### src/rtl/rfs_pkg.sv
// package: register map, field layout and defaults for the regulator four channel
package rfs_pkg;
    localparam logic [7:0] REG_CONTROL_ADDR = 8'hD1;
    localparam logic [7:0] REG_TIMEOUTS_ADDR = 8'hD2;
    localparam logic [7:0] REG_LOW_POWER_ADDR = 8'hD3;
    // control fields
    localparam int SWITCH_MODE_BIT = 14;
    localparam int FLOAT_OUTPUT_BIT = 10;
    localparam int VCODE_LSB = 0;
    // timeouts fields
    localparam int FAULT_ACT_LSB = 14;
    localparam int START_SLOT_LSB = 10;
    localparam int SHUT_SLOT_LSB = 6;
    // low power fields
    localparam int HIB_BEHAV_LSB = 12;
    localparam int HIB_TRIG_LSB = 8;
    localparam int IMG_VCODE_LSB = 0;
    // writable bit masks, reserved bits read zero
    localparam logic [15:0] CONTROL_MASK = 16'h441F;
    localparam logic [15:0] TIMEOUTS_MASK = 16'hFFC0;
    localparam logic [15:0] LOW_POWER_MASK = 16'h331F;
    // slot code meanings
    localparam logic [3:0] SLOT_NEVER = 4'h0;
    localparam logic [3:0] SLOT_ON_STATE = 4'hF;
    // fault action codes
    localparam logic [1:0] FAULT_IGNORE = 2'h0;
    localparam logic [1:0] FAULT_SHUT_REG = 2'h1;
    // hibernate behaviour codes
    localparam logic [1:0] HIB_IMAGE = 2'h0;
    localparam logic [1:0] HIB_DISABLE = 2'h1;
    // voltage mapping in millivolts
    localparam int LOW_BASE_MV = 900;
    localparam int LOW_STEP_MV = 50;
    localparam int HIGH_BASE_MV = 1800;
    localparam int HIGH_STEP_MV = 100;

    typedef struct packed {
        logic enable;
        logic discharge;
        logic switch_mode;
        logic [4:0] vcode;
        logic [11:0] millivolts;
    } rfs_analog_t;

    // output state in reset: disabled, so the output is discharged
    localparam rfs_analog_t ANALOG_RESET = '{enable: 1'b0, discharge: 1'b1, switch_mode: 1'b0,
        vcode: 5'h00, millivolts: 12'h000};

    // millivolt value of a 5-bit code
    function automatic logic [11:0] rfs_code_mv(input logic [4:0] code);
        int mv;
        mv = code[4] ? HIGH_BASE_MV + HIGH_STEP_MV * int'(code[3:0])
                     : LOW_BASE_MV + LOW_STEP_MV * int'(code[3:0]);
        return mv[11:0];
    endfunction : rfs_code_mv
endpackage : rfs_pkg

### src/rtl/rfs_channel.sv
// regulator four sequencing control: registers, slot sequencing, hibernate and fault policy
`timescale 1ns/1ps
module rfs_channel
    import rfs_pkg::*;
#(
    parameter logic [15:0] CONTROL_DEFAULT = 16'h001B,
    parameter logic [15:0] TIMEOUTS_DEFAULT = 16'h0000,
    parameter logic [15:0] LOW_POWER_DEFAULT = 16'h001C
)
(
    input wire logic clk,
    input wire logic rst,
    input wire logic reinit,
    input wire logic wr_en,
    input wire logic rd_en,
    input wire logic [7:0] addr,
    input wire logic [15:0] wdata,
    output logic [15:0] rdata,
    output logic rdata_valid,
    input wire logic seq_active_entry,
    input wire logic seq_off_entry,
    input wire logic seq_startup_strobe,
    input wire logic seq_shutdown_strobe,
    input wire logic [3:0] seq_slot,
    input wire logic hibernate_reg_bit,
    input wire logic low_power_input_1,
    input wire logic low_power_input_2,
    input wire logic low_power_input_3,
    input wire logic others_disabled,
    input wire logic ch_fault,
    output rfs_analog_t analog,
    output logic fault_irq,
    output logic shutdown_system
);
    ////////////////////////////////////////////////////////////////////////
    logic [15:0] control_reg;
    logic [15:0] timeouts_reg;
    logic [15:0] low_power_reg;
    logic seq_on_reg;
    logic [2:0] lp_meta_reg;
    logic [2:0] lp_sync_reg;
    logic fault_meta_reg;
    logic fault_sync_reg;
    logic fault_prev_reg;

    wire hit_control = addr == REG_CONTROL_ADDR;
    wire hit_timeouts = addr == REG_TIMEOUTS_ADDR;
    wire hit_low_power = addr == REG_LOW_POWER_ADDR;
    wire ch_switch_mode = control_reg[SWITCH_MODE_BIT];
    wire ch_float_output = control_reg[FLOAT_OUTPUT_BIT];
    wire [4:0] ch_voltage_code = control_reg[VCODE_LSB +: 5];
    wire [1:0] ch_fault_action = timeouts_reg[FAULT_ACT_LSB +: 2];
    wire [3:0] ch_startup_slot = timeouts_reg[START_SLOT_LSB +: 4];
    wire [3:0] ch_shutdown_slot = timeouts_reg[SHUT_SLOT_LSB +: 4];
    wire [1:0] ch_hibernate_behaviour = low_power_reg[HIB_BEHAV_LSB +: 2];
    wire [1:0] ch_hibernate_trigger_sel = low_power_reg[HIB_TRIG_LSB +: 2];
    wire [4:0] ch_image_voltage_code = low_power_reg[IMG_VCODE_LSB +: 5];

    ////////////////////////////////////////////////////////////////////////
    // register file; reinit acts like reset but is driven by the device state machine
    always_ff @(posedge clk)
    begin
        if (rst || reinit)
        begin
            control_reg <= CONTROL_DEFAULT & CONTROL_MASK;
            timeouts_reg <= TIMEOUTS_DEFAULT & TIMEOUTS_MASK;
            low_power_reg <= LOW_POWER_DEFAULT & LOW_POWER_MASK;
        end
        else if (wr_en)
        begin
            if (hit_control)
                control_reg <= wdata & CONTROL_MASK;
            else if (hit_timeouts)
                timeouts_reg <= wdata & TIMEOUTS_MASK;
            else if (hit_low_power)
                low_power_reg <= wdata & LOW_POWER_MASK;
        end
    end

    wire [15:0] rdata_next = hit_control ? control_reg
                           : hit_timeouts ? timeouts_reg
                           : hit_low_power ? low_power_reg : 16'h0000;

    always_ff @(posedge clk)
    begin
        if (rst)
        begin
            rdata <= 16'h0000;
            rdata_valid <= 1'b0;
        end
        else
        begin
            rdata <= rd_en ? rdata_next : 16'h0000;
            rdata_valid <= rd_en;
        end
    end

    ////////////////////////////////////////////////////////////////////////
    // pin-level inputs cross two flops before use
    always_ff @(posedge clk)
    begin
        if (rst)
        begin
            lp_meta_reg <= 3'h0;
            lp_sync_reg <= 3'h0;
            fault_meta_reg <= 1'b0;
            fault_sync_reg <= 1'b0;
            fault_prev_reg <= 1'b0;
        end
        else
        begin
            lp_meta_reg <= {low_power_input_3, low_power_input_2, low_power_input_1};
            lp_sync_reg <= lp_meta_reg;
            fault_meta_reg <= ch_fault;
            fault_sync_reg <= fault_meta_reg;
            fault_prev_reg <= fault_sync_reg;
        end
    end

    wire fault_event = fault_sync_reg && !fault_prev_reg;
    wire hib_trigger = (ch_hibernate_trigger_sel == 2'h0) ? hibernate_reg_bit
                     : lp_sync_reg[ch_hibernate_trigger_sel - 2'h1];
    wire hib_disable = hib_trigger && ch_hibernate_behaviour == HIB_DISABLE;
    wire hib_image = hib_trigger && ch_hibernate_behaviour == HIB_IMAGE;
    wire fault_shut_reg = fault_event && ch_fault_action == FAULT_SHUT_REG;
    wire fault_shut_sys = fault_event && ch_fault_action[1];

    ////////////////////////////////////////////////////////////////////////
    // slot sequencing; a shutdown wins over a start in the same cycle
    wire start_hit = (ch_startup_slot == SLOT_ON_STATE) ? seq_active_entry
                   : (ch_startup_slot != SLOT_NEVER && seq_startup_strobe && seq_slot == ch_startup_slot);
    wire shut_on_off = ch_shutdown_slot == SLOT_NEVER || ch_shutdown_slot == SLOT_ON_STATE;
    wire shut_hit = shut_on_off ? seq_off_entry
                  : (seq_shutdown_strobe && seq_slot == ch_shutdown_slot);
    wire seq_on_next = (shut_hit || fault_shut_reg) ? 1'b0 : (start_hit ? 1'b1 : seq_on_reg);

    always_ff @(posedge clk)
    begin
        if (rst)
            seq_on_reg <= 1'b0;
        else
            seq_on_reg <= seq_on_next;
    end

    ////////////////////////////////////////////////////////////////////////
    // output state; hibernate is a level, so release restores automatically
    wire out_enable = seq_on_next && !hib_disable;
    wire [4:0] code_sel = hib_image ? ch_image_voltage_code : ch_voltage_code;
    wire all_off = !out_enable && others_disabled;
    rfs_analog_t analog_next;
    always_comb
    begin
        analog_next.enable = out_enable;
        analog_next.discharge = !out_enable && (!ch_float_output || all_off);
        analog_next.switch_mode = ch_switch_mode;
        // switch mode ignores the code, so report zero voltage
        analog_next.vcode = ch_switch_mode ? 5'h00 : code_sel;
        analog_next.millivolts = ch_switch_mode ? 12'h000 : rfs_code_mv(code_sel);
    end

    always_ff @(posedge clk)
    begin
        if (rst)
        begin
            analog <= ANALOG_RESET;
            fault_irq <= 1'b0;
            shutdown_system <= 1'b0;
        end
        else
        begin
            analog <= analog_next;
            fault_irq <= fault_event;
            shutdown_system <= fault_shut_sys;
        end
    end

    ////////////////////////////////////////////////////////////////////////
    a_reinit_defaults: assert property (@(posedge clk) disable iff (rst)
        reinit |=> control_reg == (CONTROL_DEFAULT & CONTROL_MASK) && timeouts_reg == (TIMEOUTS_DEFAULT & TIMEOUTS_MASK))
        else $error("reinit did not restore defaults");
    a_switch_no_code: assert property (@(posedge clk) disable iff (rst)
        analog.switch_mode |-> analog.vcode == 5'h00 && analog.millivolts == 12'h000)
        else $error("switch mode still reports a voltage");
    a_float_respected: assert property (@(posedge clk) disable iff (rst)
        !analog.enable && !$past(ch_float_output) |-> analog.discharge)
        else $error("disabled output not discharged");
    a_all_off_discharge: assert property (@(posedge clk) disable iff (rst)
        !analog.enable && $past(others_disabled) |-> analog.discharge)
        else $error("all channels off but no discharge");
    a_code_mapping: assert property (@(posedge clk) disable iff (rst)
        !analog.switch_mode && analog.vcode == 5'h10 |-> analog.millivolts == 12'd1800)
        else $error("code 10000 is not 1.8V");
    a_fault_irq: assert property (@(posedge clk) disable iff (rst)
        $rose(fault_sync_reg) |=> fault_irq ##1 !fault_irq)
        else $error("fault did not pulse interrupt");
    a_fault_system: assert property (@(posedge clk) disable iff (rst)
        $rose(fault_sync_reg) && timeouts_reg[15] |=> shutdown_system)
        else $error("system shutdown missing");
    a_start_never: assert property (@(posedge clk) disable iff (rst || reinit)
        ch_startup_slot == SLOT_NEVER && !seq_on_reg && !seq_active_entry |=> !seq_on_reg)
        else $error("channel started with slot zero");
    a_shut_off_entry: assert property (@(posedge clk) disable iff (rst)
        seq_off_entry && shut_on_off |=> !seq_on_reg && !analog.enable)
        else $error("off entry did not shut channel");
    a_hib_disable: assert property (@(posedge clk) disable iff (rst)
        hib_disable |=> !analog.enable)
        else $error("hibernate disable left output on");
    a_hib_image: assert property (@(posedge clk) disable iff (rst)
        hib_image && !ch_switch_mode |=> analog.vcode == $past(ch_image_voltage_code))
        else $error("image code not applied");
    a_hib_release: assert property (@(posedge clk) disable iff (rst)
        !hib_trigger && seq_on_next |=> analog.enable)
        else $error("output not restored after hibernate");
    a_reinit_low_power: assert property (@(posedge clk) disable iff (rst)
        reinit |=> low_power_reg == (LOW_POWER_DEFAULT & LOW_POWER_MASK))
        else $error("reinit did not restore low power defaults");
    a_write_lands: assert property (@(posedge clk) disable iff (rst)
        wr_en && !reinit && hit_timeouts |=> timeouts_reg == ($past(wdata) & TIMEOUTS_MASK))
        else $error("timeouts write did not land");
    a_read_back: assert property (@(posedge clk) disable iff (rst)
        rd_en && hit_low_power |=> rdata_valid && rdata == $past(low_power_reg))
        else $error("low power read returned wrong data");
    a_read_idle: assert property (@(posedge clk) disable iff (rst)
        !rd_en |=> !rdata_valid && rdata == 16'h0000)
        else $error("read data shown without a read");
    a_enabled_no_drain: assert property (@(posedge clk) disable iff (rst)
        analog.enable |-> !analog.discharge)
        else $error("enabled output is being discharged");
    a_float_kept: assert property (@(posedge clk) disable iff (rst)
        !$past(rst) && !analog.enable && $past(ch_float_output) && !$past(others_disabled) |-> !analog.discharge)
        else $error("floating output was discharged");
    a_low_code: assert property (@(posedge clk) disable iff (rst)
        !$past(rst) && !analog.switch_mode && !analog.vcode[4]
        |-> analog.millivolts == 12'(LOW_BASE_MV + LOW_STEP_MV * int'(analog.vcode[3:0])))
        else $error("low half code maps to wrong voltage");
    a_high_code: assert property (@(posedge clk) disable iff (rst)
        !analog.switch_mode && analog.vcode[4]
        |-> analog.millivolts == 12'(HIGH_BASE_MV + HIGH_STEP_MV * int'(analog.vcode[3:0])))
        else $error("high half code maps to wrong voltage");
    a_fault_ignore: assert property (@(posedge clk) disable iff (rst)
        $rose(fault_sync_reg) && ch_fault_action == FAULT_IGNORE |=> fault_irq && !shutdown_system)
        else $error("ignored fault still acted");
    a_fault_reg_off: assert property (@(posedge clk) disable iff (rst)
        fault_shut_reg |=> !seq_on_reg && !analog.enable)
        else $error("regulator fault did not shut channel");
    a_irq_needs_fault: assert property (@(posedge clk) disable iff (rst)
        !fault_event |=> !fault_irq)
        else $error("interrupt without a fault edge");
    a_start_slot: assert property (@(posedge clk) disable iff (rst)
        seq_startup_strobe && ch_startup_slot != SLOT_NEVER && ch_startup_slot != SLOT_ON_STATE
        && seq_slot == ch_startup_slot && !shut_hit && !fault_shut_reg |=> seq_on_reg)
        else $error("start slot missed");
    a_start_active: assert property (@(posedge clk) disable iff (rst)
        seq_active_entry && ch_startup_slot == SLOT_ON_STATE && !shut_hit && !fault_shut_reg |=> seq_on_reg)
        else $error("active entry did not start channel");
    a_start_needs_event: assert property (@(posedge clk) disable iff (rst)
        !seq_on_reg && !seq_startup_strobe && !seq_active_entry |=> !seq_on_reg)
        else $error("channel started without a start event");
    a_shut_slot: assert property (@(posedge clk) disable iff (rst)
        seq_shutdown_strobe && !shut_on_off && seq_slot == ch_shutdown_slot |=> !seq_on_reg && !analog.enable)
        else $error("shutdown slot missed");
    a_shut_strobe_ignored: assert property (@(posedge clk) disable iff (rst)
        seq_on_reg && shut_on_off && seq_shutdown_strobe && !seq_off_entry && !fault_shut_reg |=> seq_on_reg)
        else $error("slot strobe shut a channel set to shut on off entry");
    a_hib_image_on: assert property (@(posedge clk) disable iff (rst)
        hib_image && seq_on_next |=> analog.enable)
        else $error("image hibernate disabled the output");
    a_trig_reg_bit: assert property (@(posedge clk) disable iff (rst)
        ch_hibernate_trigger_sel == 2'h0 && hibernate_reg_bit && ch_hibernate_behaviour == HIB_DISABLE
        |=> !analog.enable)
        else $error("register bit did not trigger hibernate");
    a_trig_third_pin: assert property (@(posedge clk) disable iff (rst)
        ch_hibernate_trigger_sel == 2'h3 && lp_sync_reg[2] && ch_hibernate_behaviour == HIB_DISABLE
        |=> !analog.enable)
        else $error("third low-power input did not trigger hibernate");
    a_trig_pin_quiet: assert property (@(posedge clk) disable iff (rst)
        ch_hibernate_trigger_sel == 2'h1 && !lp_sync_reg[0] |-> !hib_trigger)
        else $error("hibernate seen with its input low");
    a_image_voltage: assert property (@(posedge clk) disable iff (rst)
        hib_image && !ch_switch_mode |=> analog.millivolts == $past(rfs_code_mv(ch_image_voltage_code)))
        else $error("image voltage not applied");
    a_normal_code: assert property (@(posedge clk) disable iff (rst)
        !hib_image && !ch_switch_mode |=> analog.vcode == $past(ch_voltage_code))
        else $error("normal code not restored");
    a_switch_follows: assert property (@(posedge clk) disable iff (rst)
        !$past(rst) |-> analog.switch_mode == $past(ch_switch_mode))
        else $error("switch mode not passed to the output");

    ////////////////////////////////////////////////////////////////////////
    // cover points for the main scenarios
    c_startup: cover property (@(posedge clk) disable iff (rst) $rose(seq_on_reg));
    c_hib_image: cover property (@(posedge clk) disable iff (rst) hib_image && seq_on_reg);
    c_fault_reg: cover property (@(posedge clk) disable iff (rst) fault_shut_reg && seq_on_reg);
    c_hib_disable: cover property (@(posedge clk) disable iff (rst) hib_disable && seq_on_reg);
    c_system_fault: cover property (@(posedge clk) disable iff (rst) fault_shut_sys);
endmodule : rfs_channel

### config.mk
export PLATFORM = sky130hd
export DESIGN_NAME = rfs_channel
export DESIGN_NICKNAME = d
export VERILOG_FILES = /design/src/rtl/rfs_pkg.sv /design/src/rtl/rfs_channel.sv
export SDC_FILE = /design/constraint.sdc
export NUM_CORES = 1
export LEC_CHECK = 0
export ABC_CLOCK_PERIOD_IN_PS = 10370
export BUFFER_PORTS_ARGS = -buffer_cell sky130_fd_sc_hd__clkbuf_2
export CORE_ASPECT_RATIO = 1.75
export CORE_MARGIN = 2
export CORE_UTILIZATION = 35
export CTS_CLUSTER_SIZE = 10
export DETAILED_ROUTE_END_ITERATION = 16
export PLACE_DENSITY = 0.61
export SLEW_MARGIN = 20
export SYNTH_ARGS = -nofsm -noshare
export SYNTH_HDL_FRONTEND = slang
export SYNTH_SLANG_ARGS = --single-unit
### constraint.sdc
create_clock -name clk -period 10.37 [get_ports clk]
set_clock_uncertainty 0.15 [all_clocks]
set_input_delay 0.5185 -clock clk [delete_from_list [all_inputs] [get_ports clk]]
set_output_delay 0.5185 -clock clk [all_outputs]
set_load 0.05 [all_outputs]
==> flow_summary_export.csv <==
group,metric,value,unit
placement,place_ws,5.329,ns
status,status,"completed",
power_and_ir_drop,power.density,176.1,nW/µm²
placement,numPortBuffers,78,
logic_synthesis,synth_top_area_share,45.89,%
detailed_routing,routed_wl,7888,µm
sta,fin_crit,5.022,ns
floorplanning,rows,46,
sta,worst_pin_slew,0.7585,ns
logic_synthesis,syn_area_per_cell,9.021,µm²
cts,cts_sinks,73,
job,maxCapViolations,0,
sta,setup_tns,0,ns
layout,antennaDiodeCount,0,
cts,postCtsHoldBufs,0,
layout,stdcell_count,552,
detailed_routing,first_iter_violations,139,
cts,cts_root_buffer,"clkbuf_16",
global_routing,grt_pass1_vias,2545,
global_routing,antenna_found_initial,0,
floorplanning,core_area,8979,µm²
floorplanning,fp.dieH,130.2,µm
cts,cts_max_path_buffers,2,
detailed_routing,dr_total_vias,2715,
cts,clkLatencyLatePin,0.34,ns
placement,post-dp-hpwl,5984,µm
placement,place_congestion,0.8621,
sta,finalCritPeriodShare,48.43,%
logic_synthesis,synthTopCellsByArea,"dfxtp_1, mux2i_1, nand3_1, nand2_1, nor2_1",
placement,place_inst,536,
sta,finalWorstSetupSlack,5.348,ns
global_routing,grt_overflow_total,0,
layout,seq_area,1461,µm²
layout,post-route-util,44.11,%
critical_path,crit_type,"register to register",
critical_path,endpoint_kind,"register",
critical_path,required,10.47,ns
layout,synthToLayoutAreaGrowth,24.36,%
cts,numCtsBuffers,9,
layout,largest_reg_flops,19,
detailed_routing,routedWlPerCell,14.29,µm
cts,cts_tree,"done",
logic_synthesis,synth_most_common_cell,"dfxtp_1",
floorplanning,initial_core_util,35.47,%
logic_synthesis,synthCells,353,
sta,setup_viol,0,
logic_synthesis,synthArstFlopShare,0,%
logic_synthesis,synth_common_cells,"dfxtp_1, nand2_1, nor2_1",
layout,multi_input_area,1605,µm²
sta,slew_headroom,49.44,%
logic_synthesis,synth_edf_count,0,
logic_synthesis,seq_area_frac_synth,45.89,%
critical_path,arrival,5.12,ns
global_routing,grt_pass1_wl,12560,µm
logic_synthesis,ys_ff_latch,73,
cts,postCtsSetupRepairBufs,0,
logic_synthesis,syn_area,3184,µm²
floorplanning,die_w,76.11,µm
sta,rsz0062_at_grt,"no",
global_routing,grt_max_degree,21,
floorplanning,dieArea,9907,µm²
logic_synthesis,yosysWarnings,0,
logic_synthesis,synthFlopType,"dfxtp_1",
detailed_routing,drtAntennaViolNets,0,
power_and_ir_drop,peakVddDrop,0.00008710,V
detailed_routing,vias_per_cell,4.918,
critical_path,cp_max_fo,8,
logic_synthesis,synth_top_area_cell,"dfxtp_1",
power_and_ir_drop,power.leakage,0.001742,µW
layout,nNetsFinal,477,
global_routing,grt_usage,16.52,%
min_path,hold_class,"input port to register",
sta,drv_slew,0,
logic_synthesis,yosysUniqueCellTypes,49,
cts,cts_resized,0,
detailed_routing,post-route-drc-count,0,
cts,clk_pin_slew,0.06,ns
floorplanning,io_pins,82,
sta,hold_viol,0,
sta,max_freq,199.1,MHz
cts,htreeDepth,3,
layout,layout-drive-gt1-share,24.77,%
detailed_routing,first_pass_iters,4,
critical_path,start_kind,"register",
layout,fillCellCount,953,
## critical path, cell delays in order (launching register included)
cell      delay (ns)
dfxtp_1         0.40
inv_1           0.06
ha_1            0.32
mux2i_1         0.19
a2111o_1        0.56
nor2_1          0.37
mux2i_1         0.34
inv_1           0.14
ha_1            0.35
fa_1            0.54
a31oi_1         0.30
or2_2           0.17
a211oi_1        0.07
a211oi_2        0.41
mux2_2          0.38
o211ai_1        0.16
## worst paths after layout
path                    start        endpoint  slack (ns)  cells past startpoint
max          low_power_reg[8]      analog[10]        5.35                     15
min                  ch_fault  fault_meta_reg        0.24                      2
max reg2reg  low_power_reg[8]      analog[10]        5.35                     15
min reg2reg    fault_prev_reg       fault_irq        0.29                      1
## per-layer routing
layer / track usage [%] / wire length, µm / vias to the layer above
met5: 0 / 0 / -
met4: 11.34 / 352 / 0
met3: 4.357 / 364 / 27
met2: 29.94 / 4177 / 72
met1: 16.60 / 2993 / 1249
li1: - / - / 1367
## cells by family (layout without fill, tap and decap cells)
| kind of cell | Yosys count | in the layout | share of synthesized area, % |
|---|---|---|---|
| DFF | 73 | 73 | 45.89 |
| and+or+nand+nor | 146 | 146 | 22.63 |
| xor gates and xnor gates | 16 | 16 | 4.401 |
| other | 1 | 2 | 0.1178 |
| buffers and inverters | 27 | 105 | 3.811 |
| adders and majority gates | 7 | 7 | 2.986 |
| AOI/OAI and AO/OA | 60 | 60 | 12.89 |
| muxes | 23 | 23 | 7.269 |
## cell usage in the layout (no fill, tap or decap), types with 6 or more instances in the layout
cell type,count
and3_1,6
o21ai_0,7
a21oi_1,21
ha_1,6
mux2i_1,22
dfxtp_1,73
nor2b_1,17
nand2_1,37
clkbuf_16,9
o22ai_1,8
inv_1,10
clkbuf_2,78
xnor2_1,13
nor2_1,31
nand3_1,29
nor3_1,7
## power by group
group          leakage (µW)  internal [µW]  switching, µW
clock              0.000149            199            119
sequential         0.000595            288           1.81
combinational      0.000998           29.8           58.5
total               0.00174            518            180
## final cells by class
cell class,count,area share (%)
Multi-Input combinational cell,254,40.54
Sequential cell,73,36.90
Timing Repair Buffer,79,10.05
Clock buffer,12,6.477
Tap cell,120,3.791
Clock inverter,4,1.295
Inverter,10,0.9479
## stage by stage
step	area [µm²]	power, µW	hold slack (ns)
finish	3960	697.4	0.2372
global route	3960	724.2	0.2566
CTS	3960	703.6	0.2287
detailed placement	3652	384.7	0.2824
global placement	3652	383.6	0.2690
floorplan	3188	362.4	0.2503
No activity file was read; power rests on OpenSTA's default activity.
